===== config.mk =====
export PLATFORM = sky130hd
export DESIGN_NAME = selftest_init_sequencer
export DESIGN_NICKNAME = d
export VERILOG_FILES = /design/src/seq_pkg.sv /design/src/budget_timer.sv /design/src/selftest_init_sequencer.sv
export SDC_FILE = /design/constraint.sdc
export NUM_CORES = 1
export LEC_CHECK = 0
export BUFFER_PORTS_ARGS = -buffer_cell sky130_fd_sc_hd__buf_2
export CAP_MARGIN = 20
export CORE_MARGIN = 5
export CORE_UTILIZATION = 57
export DETAILED_ROUTE_END_ITERATION = 6
export PLACE_DENSITY = 0.79
export SLEW_MARGIN = 10
export SYNTH_ARGS = -nofsm -noshare
export SYNTH_HDL_FRONTEND = slang
export SYNTH_SLANG_ARGS = --single-unit

===== constraint.sdc =====
create_clock -name core_clk -period 2.7 [get_ports core_clk]
set_clock_uncertainty 0.2 [all_clocks]
set_input_delay 0.27 -clock core_clk [delete_from_list [all_inputs] [get_ports core_clk]]
set_output_delay 0.27 -clock core_clk [all_outputs]
set_load 0.005 [all_outputs]

===== src/seq_pkg.sv =====
package seq_pkg;
   // ==========================================
   // Sequencer states
   typedef enum logic [2:0] {
      ST_HARD_RESET = 3'b000,
      ST_CFG_INIT = 3'b001,
      ST_INIT_FAILED = 3'b010,
      ST_INIT_RESET = 3'b011,
      ST_SELF_TEST = 3'b100,
      ST_FAILED = 3'b101,
      ST_PASSED = 3'b110,
      ST_SOFT_RESET = 3'b111
   } seq_state_t;

   // ==========================================
   // Timing
   localparam int CLK_HZ = 125_000_000;
   localparam int BUDGET_MS = 4900;
   // Longest time rounds down
   localparam longint BUDGET_CYC = (longint'(BUDGET_MS) * CLK_HZ) / 1000;
   localparam int CNT_W = 30;

   // ==========================================
   // Reset values of status and control bits
   localparam logic PASSED_RST = 1'b0;
   localparam logic READY_RST = 1'b0;
   localparam logic RST_BIT_RST = 1'b0;
   localparam logic INHIBIT_RST = 1'b0;
endpackage : seq_pkg


===== src/budget_timer.sv =====
`timescale 1ns/1ps
// ==========================================
// Completion budget timer
module budget_timer
   import seq_pkg::*;
#(
   parameter logic [CNT_W-1:0] LIMIT = CNT_W'(BUDGET_CYC)
) (
   input wire logic core_clk,
   input wire logic sys_rst,
   input wire logic restart,
   input wire logic run,
   output logic expired
);
   logic [CNT_W-1:0] cnt_ff; // Cycles with run high since restart, held at LIMIT

   // Count while running, restart on request
   always_ff @(posedge core_clk or posedge sys_rst) begin
      if (sys_rst) begin
         cnt_ff <= '0;
      end else if (restart) begin
         cnt_ff <= '0;
      end else if (run && cnt_ff != LIMIT) begin
         cnt_ff <= cnt_ff + 1'b1;
      end
   end

   // Budget used up
   always_ff @(posedge core_clk or posedge sys_rst) begin
      if (sys_rst) begin
         expired <= 1'b0;
      end else if (restart) begin
         expired <= 1'b0;
      end else begin
         expired <= run && (cnt_ff == LIMIT);
      end
   end
endmodule : budget_timer


===== src/selftest_init_sequencer.sv =====
`timescale 1ns/1ps
// Notes on behaviour
// - Line low: hard reset, fail line asserted.
// - Config init loads registers, keeps failure shown.
// - Init plus self test within 4.9 s.
// - Before access opens: passed 0, ready 1.
// - Closed-access init failure waits for hard reset.
// - Identity loads before or after access opens.
// - Self test: passed 0, ready 0, fail asserted.
// - Self test/soft reset accept only control bits.
// - Self test ends passed or failed.
// - Open-access init failure: init failed state.
// - Self test failure: failed state, reset exit.
// - Passed: passed 1, fail line released.
// - Soft reset: inactive, requests withdrawn.
// - Soft reset reads passed 0, ready 0.
// - Init reset: like soft, ready 1.
// - Catastrophic fault raises internal indication.
// - Fail line low iff passed 0, inhibit 0.
// - Line rising leaves hard reset to init.
// - Reset bit set/clear moves between states.
// - All five mandatory states are implemented.
// - Without sequence: no fail, passed never cleared.
// - Identity valid before entering self test.
// - Access stays open until hard reset.
// - Soft reset keeps address and accessibility.
// - Catastrophic fault may move to failed.
module selftest_init_sequencer
   import seq_pkg::*;
#(
   parameter bit HAS_CFG_INIT = 1'b1,
   parameter bit HAS_SEQUENCE = 1'b1,
   parameter logic [CNT_W-1:0] BUDGET_CYCLES = CNT_W'(BUDGET_CYC)
) (
   input wire logic core_clk,
   input wire logic sys_rst,
   input wire logic bus_sysreset_low,
   input wire logic reset_bit_wr,
   input wire logic reset_bit_val,
   input wire logic inhibit_wr,
   input wire logic inhibit_val,
   input wire logic cfg_access_open,
   input wire logic cfg_initialized,
   input wire logic cfg_init_fail,
   input wire logic ident_valid,
   input wire logic test_pass,
   input wire logic test_fail,
   input wire logic dead,
   input wire logic op_ready,
   output logic sysfail_o,
   output logic sysfail_oe,
   output logic failed_led_ff,
   output logic passed_ff,
   output logic ready_ff,
   output logic reset_bit_ff,
   output logic inhibit_ff,
   output logic cfg_access_ff,
   output logic load_cfg_ff,
   output logic run_test_ff,
   output logic active_ff,
   output logic withdraw_req_ff,
   output logic dead_flag_ff,
   output logic budget_over_ff,
   output seq_state_t state_ff
);
   // ==========================================
   // Pin synchronisers
   logic bus_sysreset_low_m_ff; // First stage, read only by second
   logic bus_sysreset_low_s_ff; // Synchronised line level
   logic bus_sysreset_low_d_ff; // Previous synchronised level
   logic rst_prev_ff; // Previous reset bit
   seq_state_t nxt_state;
   logic expired; // Budget used up
   logic timing; // Budget window active
   logic restart; // Budget restart pulse
   logic rst_rise;
   logic rst_fall;
   logic line_rise;

   // Bring bus reset line into the clock domain
   always_ff @(posedge core_clk or posedge sys_rst) begin
      if (sys_rst) begin
         bus_sysreset_low_m_ff <= 1'b0;
         bus_sysreset_low_s_ff <= 1'b0;
         bus_sysreset_low_d_ff <= 1'b0;
      end else begin
         bus_sysreset_low_m_ff <= bus_sysreset_low;
         bus_sysreset_low_s_ff <= bus_sysreset_low_m_ff;
         bus_sysreset_low_d_ff <= bus_sysreset_low_s_ff;
      end
   end

   // ==========================================
   // Control bits written by the bus master
   // Reset bit may be written in all states while line high
   always_ff @(posedge core_clk or posedge sys_rst) begin
      if (sys_rst) begin
         reset_bit_ff <= RST_BIT_RST;
      end else if (!bus_sysreset_low_s_ff) begin
         reset_bit_ff <= RST_BIT_RST; // Cleared in hard reset
      end else if (reset_bit_wr) begin
         reset_bit_ff <= reset_bit_val;
      end
   end

   // Failure driver inhibit bit
   always_ff @(posedge core_clk or posedge sys_rst) begin
      if (sys_rst) begin
         inhibit_ff <= INHIBIT_RST;
      end else if (!bus_sysreset_low_s_ff) begin
         inhibit_ff <= INHIBIT_RST;
      end else if (inhibit_wr) begin
         inhibit_ff <= inhibit_val;
      end
   end

   // Edge history of reset bit
   always_ff @(posedge core_clk or posedge sys_rst) begin
      if (sys_rst) begin
         rst_prev_ff <= RST_BIT_RST;
      end else begin
         rst_prev_ff <= reset_bit_ff;
      end
   end

   assign rst_rise = reset_bit_ff && !rst_prev_ff;
   assign rst_fall = !reset_bit_ff && rst_prev_ff;
   assign line_rise = bus_sysreset_low_s_ff && !bus_sysreset_low_d_ff;

   // ==========================================
   // Next state
   always_comb begin
      nxt_state = state_ff;
      case (state_ff)
         ST_HARD_RESET: begin
            if (line_rise) begin
               nxt_state = HAS_CFG_INIT ? ST_CFG_INIT : ST_SELF_TEST;
            end
         end
         ST_CFG_INIT: begin
            if (cfg_init_fail && cfg_access_ff) begin
               nxt_state = ST_INIT_FAILED;
            end else if (cfg_init_fail || expired) begin
               // Closed access: stay until hard reset
               nxt_state = cfg_access_ff ? ST_INIT_FAILED : ST_CFG_INIT;
            end else if (cfg_initialized && ident_valid) begin
               nxt_state = ST_SELF_TEST;
            end
         end
         ST_INIT_FAILED: begin
            if (reset_bit_ff) begin
               nxt_state = ST_INIT_RESET;
            end
         end
         ST_INIT_RESET: begin
            if (rst_fall || !reset_bit_ff) begin
               nxt_state = ST_CFG_INIT;
            end
         end
         ST_SELF_TEST: begin
            if (reset_bit_ff) begin
               nxt_state = ST_SOFT_RESET;
            end else if (test_fail || expired) begin
               nxt_state = ST_FAILED;
            end else if (test_pass) begin
               nxt_state = ST_PASSED;
            end
         end
         ST_FAILED: begin
            if (reset_bit_ff) begin
               nxt_state = ST_SOFT_RESET;
            end
         end
         ST_PASSED: begin
            if (reset_bit_ff) begin
               nxt_state = ST_SOFT_RESET;
            end else if (dead) begin
               nxt_state = ST_FAILED;
            end
         end
         ST_SOFT_RESET: begin
            if (!reset_bit_ff) begin
               nxt_state = ST_SELF_TEST;
            end
         end
         default: nxt_state = ST_HARD_RESET;
      endcase
   end

   // State register; the line low forces hard reset
   always_ff @(posedge core_clk or posedge sys_rst) begin
      if (sys_rst) begin
         state_ff <= ST_HARD_RESET;
      end else if (!bus_sysreset_low_s_ff) begin
         state_ff <= ST_HARD_RESET;
      end else if (!HAS_SEQUENCE) begin
         state_ff <= ST_PASSED;
      end else begin
         state_ff <= nxt_state;
      end
   end

   // ==========================================
   // Completion budget
   assign timing = (state_ff == ST_CFG_INIT) || (state_ff == ST_SELF_TEST);
   assign restart = line_rise || rst_fall;

   budget_timer #(
      .LIMIT(BUDGET_CYCLES)
   ) u_budget (
      .core_clk(core_clk),
      .sys_rst(sys_rst),
      .restart(restart),
      .run(timing),
      .expired(expired)
   );

   // Sticky overrun flag, set wins over clear
   always_ff @(posedge core_clk or posedge sys_rst) begin
      if (sys_rst) begin
         budget_over_ff <= 1'b0;
      end else if (expired) begin
         budget_over_ff <= 1'b1;
      end else if (restart) begin
         budget_over_ff <= 1'b0;
      end
   end

   // ==========================================
   // Status bits from next state
   always_ff @(posedge core_clk or posedge sys_rst) begin
      if (sys_rst) begin
         passed_ff <= PASSED_RST;
         ready_ff <= READY_RST;
      end else if (!HAS_SEQUENCE) begin
         passed_ff <= 1'b1;
         ready_ff <= op_ready;
      end else if (!bus_sysreset_low_s_ff) begin
         passed_ff <= 1'b0;
         ready_ff <= 1'b0;
      end else begin
         case (nxt_state)
            ST_CFG_INIT, ST_INIT_FAILED, ST_INIT_RESET: begin
               passed_ff <= 1'b0;
               ready_ff <= 1'b1;
            end
            ST_PASSED: begin
               passed_ff <= 1'b1;
               ready_ff <= op_ready;
            end
            default: begin
               passed_ff <= 1'b0;
               ready_ff <= 1'b0;
            end
         endcase
      end
   end

   // Failure driver from passed and inhibit, LED from passed alone
   always_ff @(posedge core_clk or posedge sys_rst) begin
      if (sys_rst) begin
         sysfail_oe <= 1'b1;
         failed_led_ff <= 1'b1;
      end else if (!HAS_SEQUENCE) begin
         sysfail_oe <= 1'b0;
         failed_led_ff <= 1'b0;
      end else begin
         sysfail_oe <= !passed_ff && !inhibit_ff;
         failed_led_ff <= !passed_ff;
      end
   end

   // Open-collector: only ever drives low
   always_ff @(posedge core_clk or posedge sys_rst) begin
      if (sys_rst) begin
         sysfail_o <= 1'b0;
      end else begin
         sysfail_o <= 1'b0;
      end
   end

   // ==========================================
   // Register access: opens once, stays until hard reset
   always_ff @(posedge core_clk or posedge sys_rst) begin
      if (sys_rst) begin
         cfg_access_ff <= 1'b0;
      end else if (!bus_sysreset_low_s_ff) begin
         cfg_access_ff <= 1'b0;
      end else if (!HAS_CFG_INIT && line_rise) begin
         cfg_access_ff <= 1'b1;
      end else if (cfg_access_open && state_ff == ST_CFG_INIT) begin
         cfg_access_ff <= 1'b1;
      end
   end

   // Configuration load strobe level and self test run level
   always_ff @(posedge core_clk or posedge sys_rst) begin
      if (sys_rst) begin
         load_cfg_ff <= 1'b0;
         run_test_ff <= 1'b0;
      end else begin
         load_cfg_ff <= nxt_state == ST_CFG_INIT && bus_sysreset_low_s_ff;
         run_test_ff <= nxt_state == ST_SELF_TEST && bus_sysreset_low_s_ff;
      end
   end

   // Activity; soft and init reset withdraw requests
   always_ff @(posedge core_clk or posedge sys_rst) begin
      if (sys_rst) begin
         active_ff <= 1'b0;
         withdraw_req_ff <= 1'b1;
      end else begin
         active_ff <= bus_sysreset_low_s_ff && nxt_state == ST_PASSED;
         withdraw_req_ff <= !(bus_sysreset_low_s_ff && nxt_state == ST_PASSED);
      end
   end

   // Catastrophic fault indication, sticky to hard reset
   always_ff @(posedge core_clk or posedge sys_rst) begin
      if (sys_rst) begin
         dead_flag_ff <= 1'b0;
      end else if (dead && state_ff == ST_PASSED) begin
         dead_flag_ff <= 1'b1;
      end else if (!bus_sysreset_low_s_ff) begin
         dead_flag_ff <= 1'b0;
      end
   end
endmodule : selftest_init_sequencer


# ---- Yosys cells after proc, flatten, opt, wreduce, memory -nomap -nowiden
# Index checks and enable logic that the tools add are counted.
dict set report totals {
  register_bits 51
  word_cells 98
}
dict set report classes {
  n_addsub 1
  n_eq_ne 18
  mux 33
  n_reduce_logical 26
}
# op n
set ops {}
lappend ops {{2-to-1 mux 30 bit} 2}
lappend ops {{2-to-1 mux 3 bit} 14}
lappend ops {{adder 30 x 1 -> 30 bit, second input constant} 1}
lappend ops {{== test 30 bit, second input constant} 1}
lappend ops {{!= test 30 bit, second input constant} 1}
lappend ops {{one-hot mux 3 bit (8 select lines)} 1}
lappend ops {{== test 3 bit, second input constant} 6}
lappend ops {{2-to-1 mux 1 bit} 14}
lappend ops {{== test 3 x 2 -> 1 bit, second input constant} 4}
lappend ops {{logical AND 1 bit} 12}
lappend ops {{== test 3 x 1 -> 1 bit, second input constant} 2}
lappend ops {{logical NOT 1 bit} 5}
lappend ops {{logical OR 1 bit} 5}
lappend ops {{!= test 2 x 1 -> 1 bit, second input constant} 2}
lappend ops {{!= test 2 bit, second input constant} 2}
lappend ops {{nonzero test 2 bit} 2}
lappend ops {{logical NOT 3 bit} 1}
lappend ops {{OR reduction 3 bit} 1}
lappend ops {{2-to-1 mux 2 bit} 1}
lappend ops {{one-hot mux 1 bit (2 select lines)} 1}

# ---- Longest topological paths before layout
# Gate-level depths: netlist of the first run.
dict set report depth {
  word_depth 9
  depth_mapped 8
}

# ---- Hierarchy
# Synthesis of the first run repeated with hierarchy kept, for this count alone.
dict set report unflattened {
  hier_cells 276
  hier_area_um2 2685.1
}
# mod n_inst cells_per_inst area_per_inst_um2 seq_area_each_um2
set modules_own_cells {}
lappend modules_own_cells {budget_timer 1 195 1810.5 775.7}
lappend modules_own_cells {selftest_init_sequencer 1 81 874.6 479.2}

# ---- Worst setup path before layout of the first run
# OpenSTA, ideal clock, no wires.
dict set report synth_path {
  path_kind {register -> register}
  from {register reset_bit_ff}
  to {register load_cfg_ff}
  arrival_time_ns 1.814
  t_required_ns 2.378
  slack_ns 0.564
  path_stages_with_launch 6
  period_less_slack_ns 2.136
  cell_sequence {dfrtp_1 or4_1 a221o_1 a22o_2 and2_2 nor3b_1}
}
dict set report synth_via {
  elab_chain_cells 7
  word_cells_on_any_way 12
}
# element line
set synth_rtl {}
lappend synth_rtl {{from (decl)} selftest_init_sequencer.sv:55} ;# output logic reset_bit_ff,
lappend synth_rtl {{from (signal assigned)} selftest_init_sequencer.sv:102} ;# reset_bit_ff <= reset_bit_val;
lappend synth_rtl {{logical NOT 1 bit} --}
lappend synth_rtl {{logical AND 1 bit} selftest_init_sequencer.sv:127} ;# assign rst_fall = !reset_bit_ff && rst_prev_ff;
lappend synth_rtl {{logical OR 1 bit} selftest_init_sequencer.sv:156} ;# if (rst_fall || !reset_bit_ff) begin
lappend synth_rtl {{2-to-1 mux 3 bit} selftest_init_sequencer.sv:156}
lappend synth_rtl {{one-hot mux 3 bit (8 select lines) (*)} selftest_init_sequencer.sv:134} ;# case (state_ff)
lappend synth_rtl {{== test 3 x 1 -> 1 bit (*)} selftest_init_sequencer.sv:302} ;# load_cfg_ff <= nxt_state == ST_CFG_INIT && bus_sysreset_low_s_ff;
lappend synth_rtl {{logical AND 1 bit (*)} selftest_init_sequencer.sv:302}
lappend synth_rtl {{to (signal assigned)} selftest_init_sequencer.sv:302}
lappend synth_rtl {{to (decl)} selftest_init_sequencer.sv:58} ;# output logic load_cfg_ff,
# Every way passes the cells marked *; elsewhere a longest branch is shown, timed or not.
# A chain may end at the register's enable or synchronous reset.

# ---- Worst setup path after layout of the first run
dict set report layout_path {
  from {register state_ff[0]}
  to {register load_cfg_ff}
}
dict set report layout_via {
  elab_chain_cells 6
  word_cells_on_any_way 24
}
# element line
set layout_rtl {}
lappend layout_rtl {{from (decl)} selftest_init_sequencer.sv:64} ;# output seq_state_t state_ff
lappend layout_rtl {{from (signal assigned)} selftest_init_sequencer.sv:199} ;# state_ff <= nxt_state;
lappend layout_rtl {{2-to-1 mux 3 bit (on tied branches)} {selftest_init_sequencer.sv:165, selftest_init_sequencer.sv:146}}
lappend layout_rtl {{2-to-1 mux 3 bit (on tied branches)} {selftest_init_sequencer.sv:163, selftest_init_sequencer.sv:143}}
lappend layout_rtl {{2-to-1 mux 3 bit (on tied branches)} {selftest_init_sequencer.sv:161, selftest_init_sequencer.sv:141}}
lappend layout_rtl {{one-hot mux 3 bit (8 select lines) (*)} selftest_init_sequencer.sv:134}
lappend layout_rtl {{== test 3 x 1 -> 1 bit (*)} selftest_init_sequencer.sv:302}
lappend layout_rtl {{logical AND 1 bit (*)} selftest_init_sequencer.sv:302}
# Marked as above.

==> summary.txt, run 1 <==
Status: completed
Post-route minimum period: 2300 ps
P_int: 1040 uW
Setup TNS: 0 ps
Via count: 1,879
FILL cells: 353
Register clock-pin slew on the reported worst setup and hold paths: 100 ps
Starting Density: 57.8%
Hold_ws: 31.4 ps
Syn Nets: 269
Grt ovf: 0
Die Width: 75.7 um
Static Leak: 0.00131 uW
Num CTS Buffers: 5
Placement Rows: 24
Logic gate share of total power: 9.3%
RSZ-0062 raised after global routing: false
Synth async-reset ratio: 100%
CTS H-tree depth: 2
Average size of a mapped cell: 9.78 um2
First-pass GRT wire length: 7.97 mm
Final-report hold violation count: 0
Clock network fraction of design power: 33.7%
Critical path, cell by cell: or4_1 > a221o_1 > a22o_2 > and2_2 > nor3b_1
Sw frac: 25.3%
Die area: 5740 um2
DP Worst Slack: 436 ps
Post-Route WL: 4.88 mm
Sequential cell area fraction in the yosys report: 50.9%
EDFF count, synth: 0
Final Cell Area: 2770 um2
Worst reg2reg path depth: 5
Switching power: 351 uW
Setup WS post-layout: 404 ps
Core box area: 4260 um2
Synthesized area: 2460 um2
CP max stage delay: 540 ps
Hold Crit Depth: 3
Initial antenna violation count: 0
YS warnings: 0
Max_slew headroom: 55.8%
First-pass DRT Iterations: 4
Vias in the first global route: 1,782
Max Buffers Root-to-Sink: 2
Req. time, crit path: 2710 ps
Drt drc: 0
Syn Inst Count: 252
Die Span Y: 75.7 um
Clock sinks: 50
Critical path arrival: 2300 ps
Worst-Margin Slew: 664 ps
Max stage delay cell, worst path: or4_1
Critical path's top delay family: simple AND/OR/NAND/NOR gates
Commonest non-fill, non-tap cell in the layout: dfrtp_1
Layout cells sized above 1: 18.9%
Critical Path End Type: register
HP Class: in2reg
Most frequent cells in the layout: dfrtp_1, nor2_1, buf_2
IO Port Bufs: 30
Final Max Slew Viols: 0
Maximum VDD drop: 0.313 mV
Root Buffer: clkbuf_8
Ys flop type: dfrtp_1
Largest net degree at the start of global routing: 23
Number of DRC markers in iteration 0: 86
CP Class: reg2reg
Total global-route track usage: 18.4%
Clk Latency, worst-skew pair: 310 ps
Post-CTS setup buffers: 0
Antenna Violating Nets Remaining: 0
Reg power frac: 57.0%
Flops & latches, synth: 50
Netlist cell types: 47
Gpl congestion: 0.818
Area Growth Syn to Fin: 12.6%
Final setup vio count: 0
IO Pins: 32
Max_cap viols: 0
Vias per inst: 5.58
PwrDens: 500 nW/um2
Worst-path fanout max: 12
Fin nets: 301
# diodes: 0
Crit start category: register
CTS tree: done
Wirelength per Cell: 14.5 um
Stages on the worst setup path: 5
Max Clock Freq: 436 MHz
Placed Area: 2650 um2
Fin crit share: 85.0%
Hpwl dp: 3.44 mm
Buf+Inv Stages, Crit Path: 0
per-stage QoR:
stage          std cells  utilization (%)  power (uW)
2_1_floorplan        252                -         887
3_3_place_gp         327             62.2         926
3_5_place_dp         327             62.2         934
4_1_cts              337             65.1        1400
5_1_grt              337             65.1        1450
6_report             337             65.1        1390
cell type report:
cell class | instances | area [um2] | area share, %
timing repair buffer | 38 | 215 | 7.76
tap | 52 | 65.1 | 2.35
inverter | 9 | 33.8 | 1.22
sequential | 50 | 1250 | 45.2
clock buffer | 6 | 82.6 | 2.98
clock inverter | 2 | 17.5 | 0.631
multi-input combinational | 180 | 1100 | 39.8
sequential cells by signal, summed over array words and instances, names as in the netlist:
name / cells
u_budget.cnt_ff: 30
state_ff: 3
active_ff: 1
budget_over_ff: 1
bus_sysreset_low_d_ff: 1
bus_sysreset_low_m_ff: 1
bus_sysreset_low_s_ff: 1
cfg_access_ff: 1
dead_flag_ff: 1
failed_led_ff: 1
inhibit_ff: 1
load_cfg_ff: 1
ready_ff: 1
reset_bit_ff: 1
rst_prev_ff: 1
run_test_ff: 1
sysfail_oe: 1
u_budget.expired: 1
withdraw_req_ff: 1
cells by family after synthesis:
logic type / synth area share, %
AND/OR/NAND/NOR: 26.8
buffers and inverters: 4.21
multiplexers: 1.22
adder cells (fa/ha/maj): 1.02
XOR/XNOR: 9.24
AO/OA/AOI/OAI: 6.45
flip-flops: 50.9
other: 0.152
power groups by stage:
stage / clock, uW / sequential [uW] / combinational [uW]
floorplan: 0 / 797 / 90.1
CTS: 478 / 790 / 132
finish: 467 / 790 / 129
detailed placement: 0 / 804 / 130
global route: 512 / 794 / 149
global placement: 0 / 803 / 123
layer usage:
metal,global-route usage [%],vias up,wire (um)
met5,0,-,0
met4,8.16,0,97
met3,4.35,9,251
met2,28.0,46,2320
met1,25.1,897,2220
li1,-,927,-
worst register-to-register path: cells and delay by family, from the launching register on:
family / cells / cell delay (ps)
flops: 1 / 510
compound gates: 2 / 610
simple gates: 3 / 870
timing repair:
action                    CTS  global route
hold buffers                2             0
hold endpoints to repair   29             0
gates resized for setup     0             0
cell usage after synthesis, types with 3 or more instances:
| cell | instances | area (um2) |
|---|---|---|
| clkbuf_1 | 3 | 11.3 |
| nor2b_1 | 4 | 25.0 |
| o211ai_1 | 4 | 30.0 |
| nor2_1 | 35 | 131 |
| xor2_1 | 23 | 201 |
| and2_1 | 4 | 25.0 |
| nor4b_1 | 3 | 26.3 |
| and3_1 | 5 | 31.3 |
| buf_4 | 4 | 30.0 |
| nor3_1 | 6 | 30.0 |
| nand3_1 | 15 | 75.1 |
| mux2i_1 | 3 | 30.0 |
| dfrtp_1 | 47 | 1180 |
| nand4_1 | 14 | 87.6 |
| buf_2 | 4 | 20.0 |
| xnor2_1 | 3 | 26.3 |
| or4_1 | 4 | 30.0 |
| inv_1 | 9 | 33.8 |
| dfstp_2 | 3 | 78.8 |
| nand2_1 | 20 | 75.1 |
| o21ai_0 | 5 | 25.0 |
path summary, 6_finish.rpt:
| check | endpoint | startpoint | slack [ps] |
|---|---|---|---|
| max | load_cfg_ff$_DFF_PP0_ | state_ff[0]$_DFF_PP0_ | 400 |
| min | reset_bit_ff$_DFFE_PP0P_ | reset_bit_val | 30 |
| max reg2reg | load_cfg_ff$_DFF_PP0_ | state_ff[0]$_DFF_PP0_ | 400 |
| min reg2reg | bus_sysreset_low_s_ff$_DFF_PP0_ | bus_sysreset_low_m_ff$_DFF_PP0_ | 160 |
| max in group asynchronous | u_budget.cnt_ff[19]$_DFFE_PP0P_ | sys_rst | 1520 |
| min in group asynchronous | u_budget.cnt_ff[0]$_DFFE_PP0P_ | sys_rst | 220 |
(Power assumes the default switching activity.)
==> run 2: changes to the inputs <==
--- a/config.mk
+++ b/config.mk
@@ -5,7 +5,7 @@
 export SDC_FILE = /design/constraint.sdc
 export NUM_CORES = 1
 export LEC_CHECK = 0
-export BUFFER_PORTS_ARGS = -buffer_cell sky130_fd_sc_hd__buf_2
+export BUFFER_PORTS_ARGS = -buffer_cell sky130_fd_sc_hd__buf_4
 export CAP_MARGIN = 20
 export CORE_MARGIN = 5
 export CORE_UTILIZATION = 57
==> run 2 against run 1 <==
  * Global-route usage is essentially flat
  * Maximum frequency shrank 1.2%
  * Power grew 4.6%
  * Core utilization grew 2.0 points
  * Via count grew 2.9%
  * Die area is the same
  * Setup slack lost 28 ps
  * Count of clock-buffer cells in the layout shrank 1
  * Routed wire length grew 0.39%
  * Cell area grew 3.0%
  * Final cell count is the same
  * Critical path type unchanged
  * Highest routed layer unchanged
==> summary.txt, run 2 (synthesis results as in run 1) <==
Req. time, crit path: 2700 ps
# resized after CTS: 0
CP max stage delay: 540 ps
Critical path arrival: 2320 ps
Core box area: 4260 um2
Status: completed
Register clock-pin slew on the reported worst setup and hold paths: 90 ps
RSZ-0062 raised after global routing: false
Via count: 1,934
Post-route minimum period: 2320 ps
Pwr Total: 1450 uW
Max stage delay cell, worst path: or4_1
Launching point of the worst reg2reg path: state_ff[0]$_DFF_PP0_
Gpl congestion: 0.826
Critical path's top delay family: simple AND/OR/NAND/NOR gates
# diodes: 0
Max reg flops: 30
IO Port Bufs: 30
Max_slew headroom: 56.0%
Reg area: 1250 um2
Hpwl dp: 3.41 mm
Hold Crit Depth: 3
HP Class: in2reg
Reg2Reg Setup Slack: 380 ps
Number of DRC markers in iteration 0: 93
Static Leak: 0.00134 uW
Worst reg2reg path depth: 5
Max Clock Freq: 430 MHz
Most frequent cells in the layout: dfrtp_1, buf_4, nor2_1
FILL cells: 362
Vias per inst: 5.74
Initial antenna violation count: 0
Final Max Slew Viols: 0
Crit start category: register
Placement Rows: 24
Worst-path fanout max: 12
Clk Latency, worst-skew pair: 300 ps
PwrDens: 507 nW/um2
Fin crit share: 86.1%
Die Span Y: 75.7 um
Fin nets: 301
CTS tree: done
Vias in the first global route: 1,840
Final-report hold violation count: 0
Critical path, cell by cell: or4_1 > a221o_1 > a22o_2 > and2_2 > nor3b_1
Clock sinks: 50
Max_cap viols: 0
Max Buffers Root-to-Sink: 2
Final setup vio count: 0
CTS H-tree depth: 2
Min-Delay Endpoint: reset_bit_ff$_DFFE_PP0P_
Die area: 5740 um2
Worst-Margin Slew: 659 ps
Grt ovf: 0
Drt drc: 0
Starting Density: 57.8%
Hold_sp: reset_bit_val
Reg2reg end: load_cfg_ff$_DFF_PP0_
Multi-input gate area: 1100 um2
Layout cells sized above 1: 18.9%
Setup TNS: 0 ps
Largest registers: u_budget.cnt_ff (30), state_ff (3)
First-pass DRT Iterations: 4
Die Width: 75.7 um
Commonest non-fill, non-tap cell in the layout: dfrtp_1
First-pass GRT wire length: 8.12 mm
IO Pins: 32
Antenna Violating Nets Remaining: 0
Critical Path End Type: register
Biggest register: u_budget.cnt_ff
Area Growth Syn to Fin: 16.0%
Num CTS Buffers: 5
Total global-route track usage: 18.5%
Hold_ws: 47.5 ps
Post-Route WL: 4.90 mm
CP Class: reg2reg
Root Buffer: clkbuf_8
Buf+Inv Stages, Crit Path: 0
Wirelength per Cell: 14.5 um
Largest net degree at the start of global routing: 34
Maximum VDD drop: 0.383 mV
## run 2: worst register-to-register path, stage by stage (launching register included)
cell and delay, ps:
dfrtp_1 520, or4_1 540, a221o_1 330, a22o_2 290, and2_2 200, nor3b_1 130
## run 2: cell type report
type | instances | area share [%]
timing repair buffer | 38 | 10.2
clock buffer | 5 | 2.41
sequential | 50 | 43.9
inverter | 9 | 1.18
multi-input combinational | 180 | 38.7
clock inverter | 3 | 1.40
tap | 52 | 2.28
## run 2: worst max-delay path by stage
stage,from,to,slack [ps],cells after the start
after floorplan,reset_bit_ff$_DFFE_PP0P_,load_cfg_ff$_DFF_PP0_,560,5
after global placement,state_ff[0]$_DFF_PP0_,load_cfg_ff$_DFF_PP0_,440,5
after detailed placement,state_ff[0]$_DFF_PP0_,load_cfg_ff$_DFF_PP0_,420,5
after CTS,state_ff[0]$_DFF_PP0_,load_cfg_ff$_DFF_PP0_,400,5
after global routing,u_budget.cnt_ff[14]$_DFFE_PP0P_,u_budget.cnt_ff[0]$_DFFE_PP0P_,290,5
final,state_ff[0]$_DFF_PP0_,load_cfg_ff$_DFF_PP0_,380,5
## run 2: per-stage QoR
step	instance area [um2]	utilization (%)	setup slack, ps	cells
3_3_place_gp	2730	64.0	439	327
5_1_grt	2860	67.0	286	337
6_report	2860	67.0	376	337
2_1_floorplan	2460	-	564	252
3_5_place_dp	2730	64.0	417	327
4_1_cts	2860	67.0	398	337
## run 2: metal layers
layer / global-route usage (%) / routed length [um]
met4: 6.02 / 97
met5: 0 / 0
met2: 29.0 / 2350
met1: 25.4 / 2130
met3: 4.09 / 318
## run 2: power by group
part	internal, uW	leakage, uW	switching [uW]
combinational	65.4	0.000604	72.3
sequential	769	0.000676	22.3
clock	273	0.0000579	248
total	1110	0.00134	343
## run 2: timing repair
action,4_1_cts,5_1_grt
hold buffers,2,0
buffers inserted,0,0
endpoints found under the hold margin,32,0
==> run 3: changes to the inputs <==
--- a/config.mk
+++ b/config.mk
@@ -8,9 +8,9 @@
 export BUFFER_PORTS_ARGS = -buffer_cell sky130_fd_sc_hd__buf_4
 export CAP_MARGIN = 20
 export CORE_MARGIN = 5
-export CORE_UTILIZATION = 57
+export CORE_UTILIZATION = 40
 export DETAILED_ROUTE_END_ITERATION = 6
-export PLACE_DENSITY = 0.79
+export PLACE_DENSITY_LB_ADDON = 0.25
 export SLEW_MARGIN = 10
 export SYNTH_ARGS = -nofsm -noshare
 export SYNTH_HDL_FRONTEND = slang
==> run 3 against run 2 <==
  * Non-clock buffer count grew 3
  * First-iteration DRC count shrank 1.1%
  * Flip-flop and latch count unchanged
  * Clock power shrank 15%
  * Combinational power up 7%
  * Register-to-register slack gained 110 ps
  * Worst hold slack worse by 4.1 ps
  * Count of clock-buffer cells in the layout rose by 2
  * Critical path type unchanged
  * Highest routed layer unchanged
==> summary.txt, run 3 (synthesis results as in run 1) <==
Commonest non-fill, non-tap cell in the layout: dfrtp_1
Post-CTS setup buffers: 0
Critical Path End Type: register
Max Buffers Root-to-Sink: 2
Drt drc: 0
Final Max Slew Viols: 0
Static Leak: 0.00134 uW
Number of DRC markers in iteration 0: 92
Most frequent cells in the layout: dfrtp_1, buf_4, nor2_1
Setup WS post-layout: 487 ps
Post-Route WL: 4.91 mm
Crit start category: register
Die area: 7830 um2
Fin nets: 304
Vias in the first global route: 1,714
Largest net degree at the start of global routing: 23
Setup TNS: 0 ps
Placed Area: 2780 um2
Largest registers: u_budget.cnt_ff (30), state_ff (3)
Num CTS Buffers: 5
Req. time, crit path: 2690 ps
# diodes: 0
IO Pins: 32
Biggest register: u_budget.cnt_ff
Total global-route track usage: 13.0%
Final setup vio count: 0
Clk Latency, worst-skew pair: 290 ps
Starting Density: 41.4%
Core box area: 5960 um2
Area Growth Syn to Fin: 17.4%
Gpl congestion: 0.792
Die Span Y: 88.5 um
Max Clock Freq: 452 MHz
DP Worst Slack: 495 ps
Worst-path fanout max: 7
Layout cells sized above 1: 19.4%
IO Port Bufs: 30
Register clock-pin slew on the reported worst setup and hold paths: 90 ps
Final Cell Area: 2890 um2
Max reg flops: 30
# resized after CTS: 0
Via count: 1,841
Vias per inst: 5.07
Wirelength per Cell: 13.5 um
CP Class: reg2reg
CTS tree: done
Max_slew headroom: 55.7%
Max_cap viols: 0
First-pass DRT Iterations: 4
Initial antenna violation count: 0
CTS H-tree depth: 2
Post-route minimum period: 2210 ps
Status: completed
Antenna Violating Nets Remaining: 0
Maximum VDD drop: 0.253 mV
Root Buffer: clkbuf_8
Critical path arrival: 2200 ps
RSZ-0062 raised after global routing: false
PwrDens: 475 nW/um2
HP Class: in2reg
Worst-Margin Slew: 664 ps
Pwr Total: 1370 uW
Hpwl dp: 3.60 mm
Hold_ws: 43.4 ps
First-pass GRT wire length: 8.02 mm
Die Width: 88.5 um
Clock sinks: 50
Placement Rows: 28
Fin crit share: 81.9%
Final-report hold violation count: 0
Grt ovf: 0
## run 3: cell count changes in the layout (fill, tap and decap cells not counted), sizes merged
| cell | change |
|---|---|
| buf | +3 |
| bufinv | -1 |
| clkbuf | +2 |
| clkinv | -1 |
## run 3: path summary, 6_finish.rpt
check	startpoint	to	slack (ps)	cells past startpoint
setup / recovery	reset_bit_ff$_DFFE_PP0P_	load_cfg_ff$_DFF_PP0_	490	5
hold / removal	inhibit_val	inhibit_ff$_DFFE_PP0P_	40	3
setup reg to reg	reset_bit_ff$_DFFE_PP0P_	load_cfg_ff$_DFF_PP0_	490	5
hold reg to reg	bus_sysreset_low_m_ff$_DFF_PP0_	bus_sysreset_low_s_ff$_DFF_PP0_	160	0
max in group asynchronous	sys_rst	u_budget.cnt_ff[20]$_DFFE_PP0P_	1470	4
min in group asynchronous	sys_rst	inhibit_ff$_DFFE_PP0P_	250	3
## run 3: through the flow
step,instances,utilization [%]
finish,363,48.6
global placement,353,46.7
CTS,363,48.6
floorplan,252,-
detailed placement,353,46.7
global route,363,48.6
## run 3: final cells by class
type | count | area, um2
Clock buffer | 7 | 86.3
Clock inverter | 1 | 5.00
Fill cell | 567 | 3060
Inverter | 9 | 33.8
Multi-Input combinational cell | 180 | 1100
Sequential cell | 50 | 1250
Tap cell | 75 | 93.8
Timing Repair Buffer | 41 | 313
## run 3: critical path: stages, from the launching register on
cell     delay (ps)
dfrtp_1         450
or4_1           530
a221o_1         320
a22o_2          290
and2_2          200
nor3b_1         130
## run 3: per-layer routing
layer / vias to the layer above / wire length (um) / track usage (%) / part of all wire (%)
met5: - / 0 / 0 / 0
met2: 30 / 2290 / 20.6 / 47
met1: 874 / 2340 / 18.2 / 48
li1: 933 / - / - / -
met3: 4 / 224 / 2.51 / 4.6
met4: 0 / 52 / 3.98 / 1.1
## run 3: what timing repair did
| item | in CTS | in global routing |
|---|---|---|
| endpoints found under the hold margin | 13 | 0 |
| endpoints found under the setup margin | 0 | 0 |
| hold buffers | 2 | 0 |
## run 3: power by group
| group | internal (uW) | switching, uW | total (uW) |
|---|---|---|---|
| combinational | 69.4 | 78.4 | 148 |
| clock | 207 | 234 | 441 |
| sequential | 769 | 15.9 | 785 |
| total | 1050 | 329 | 1370 |
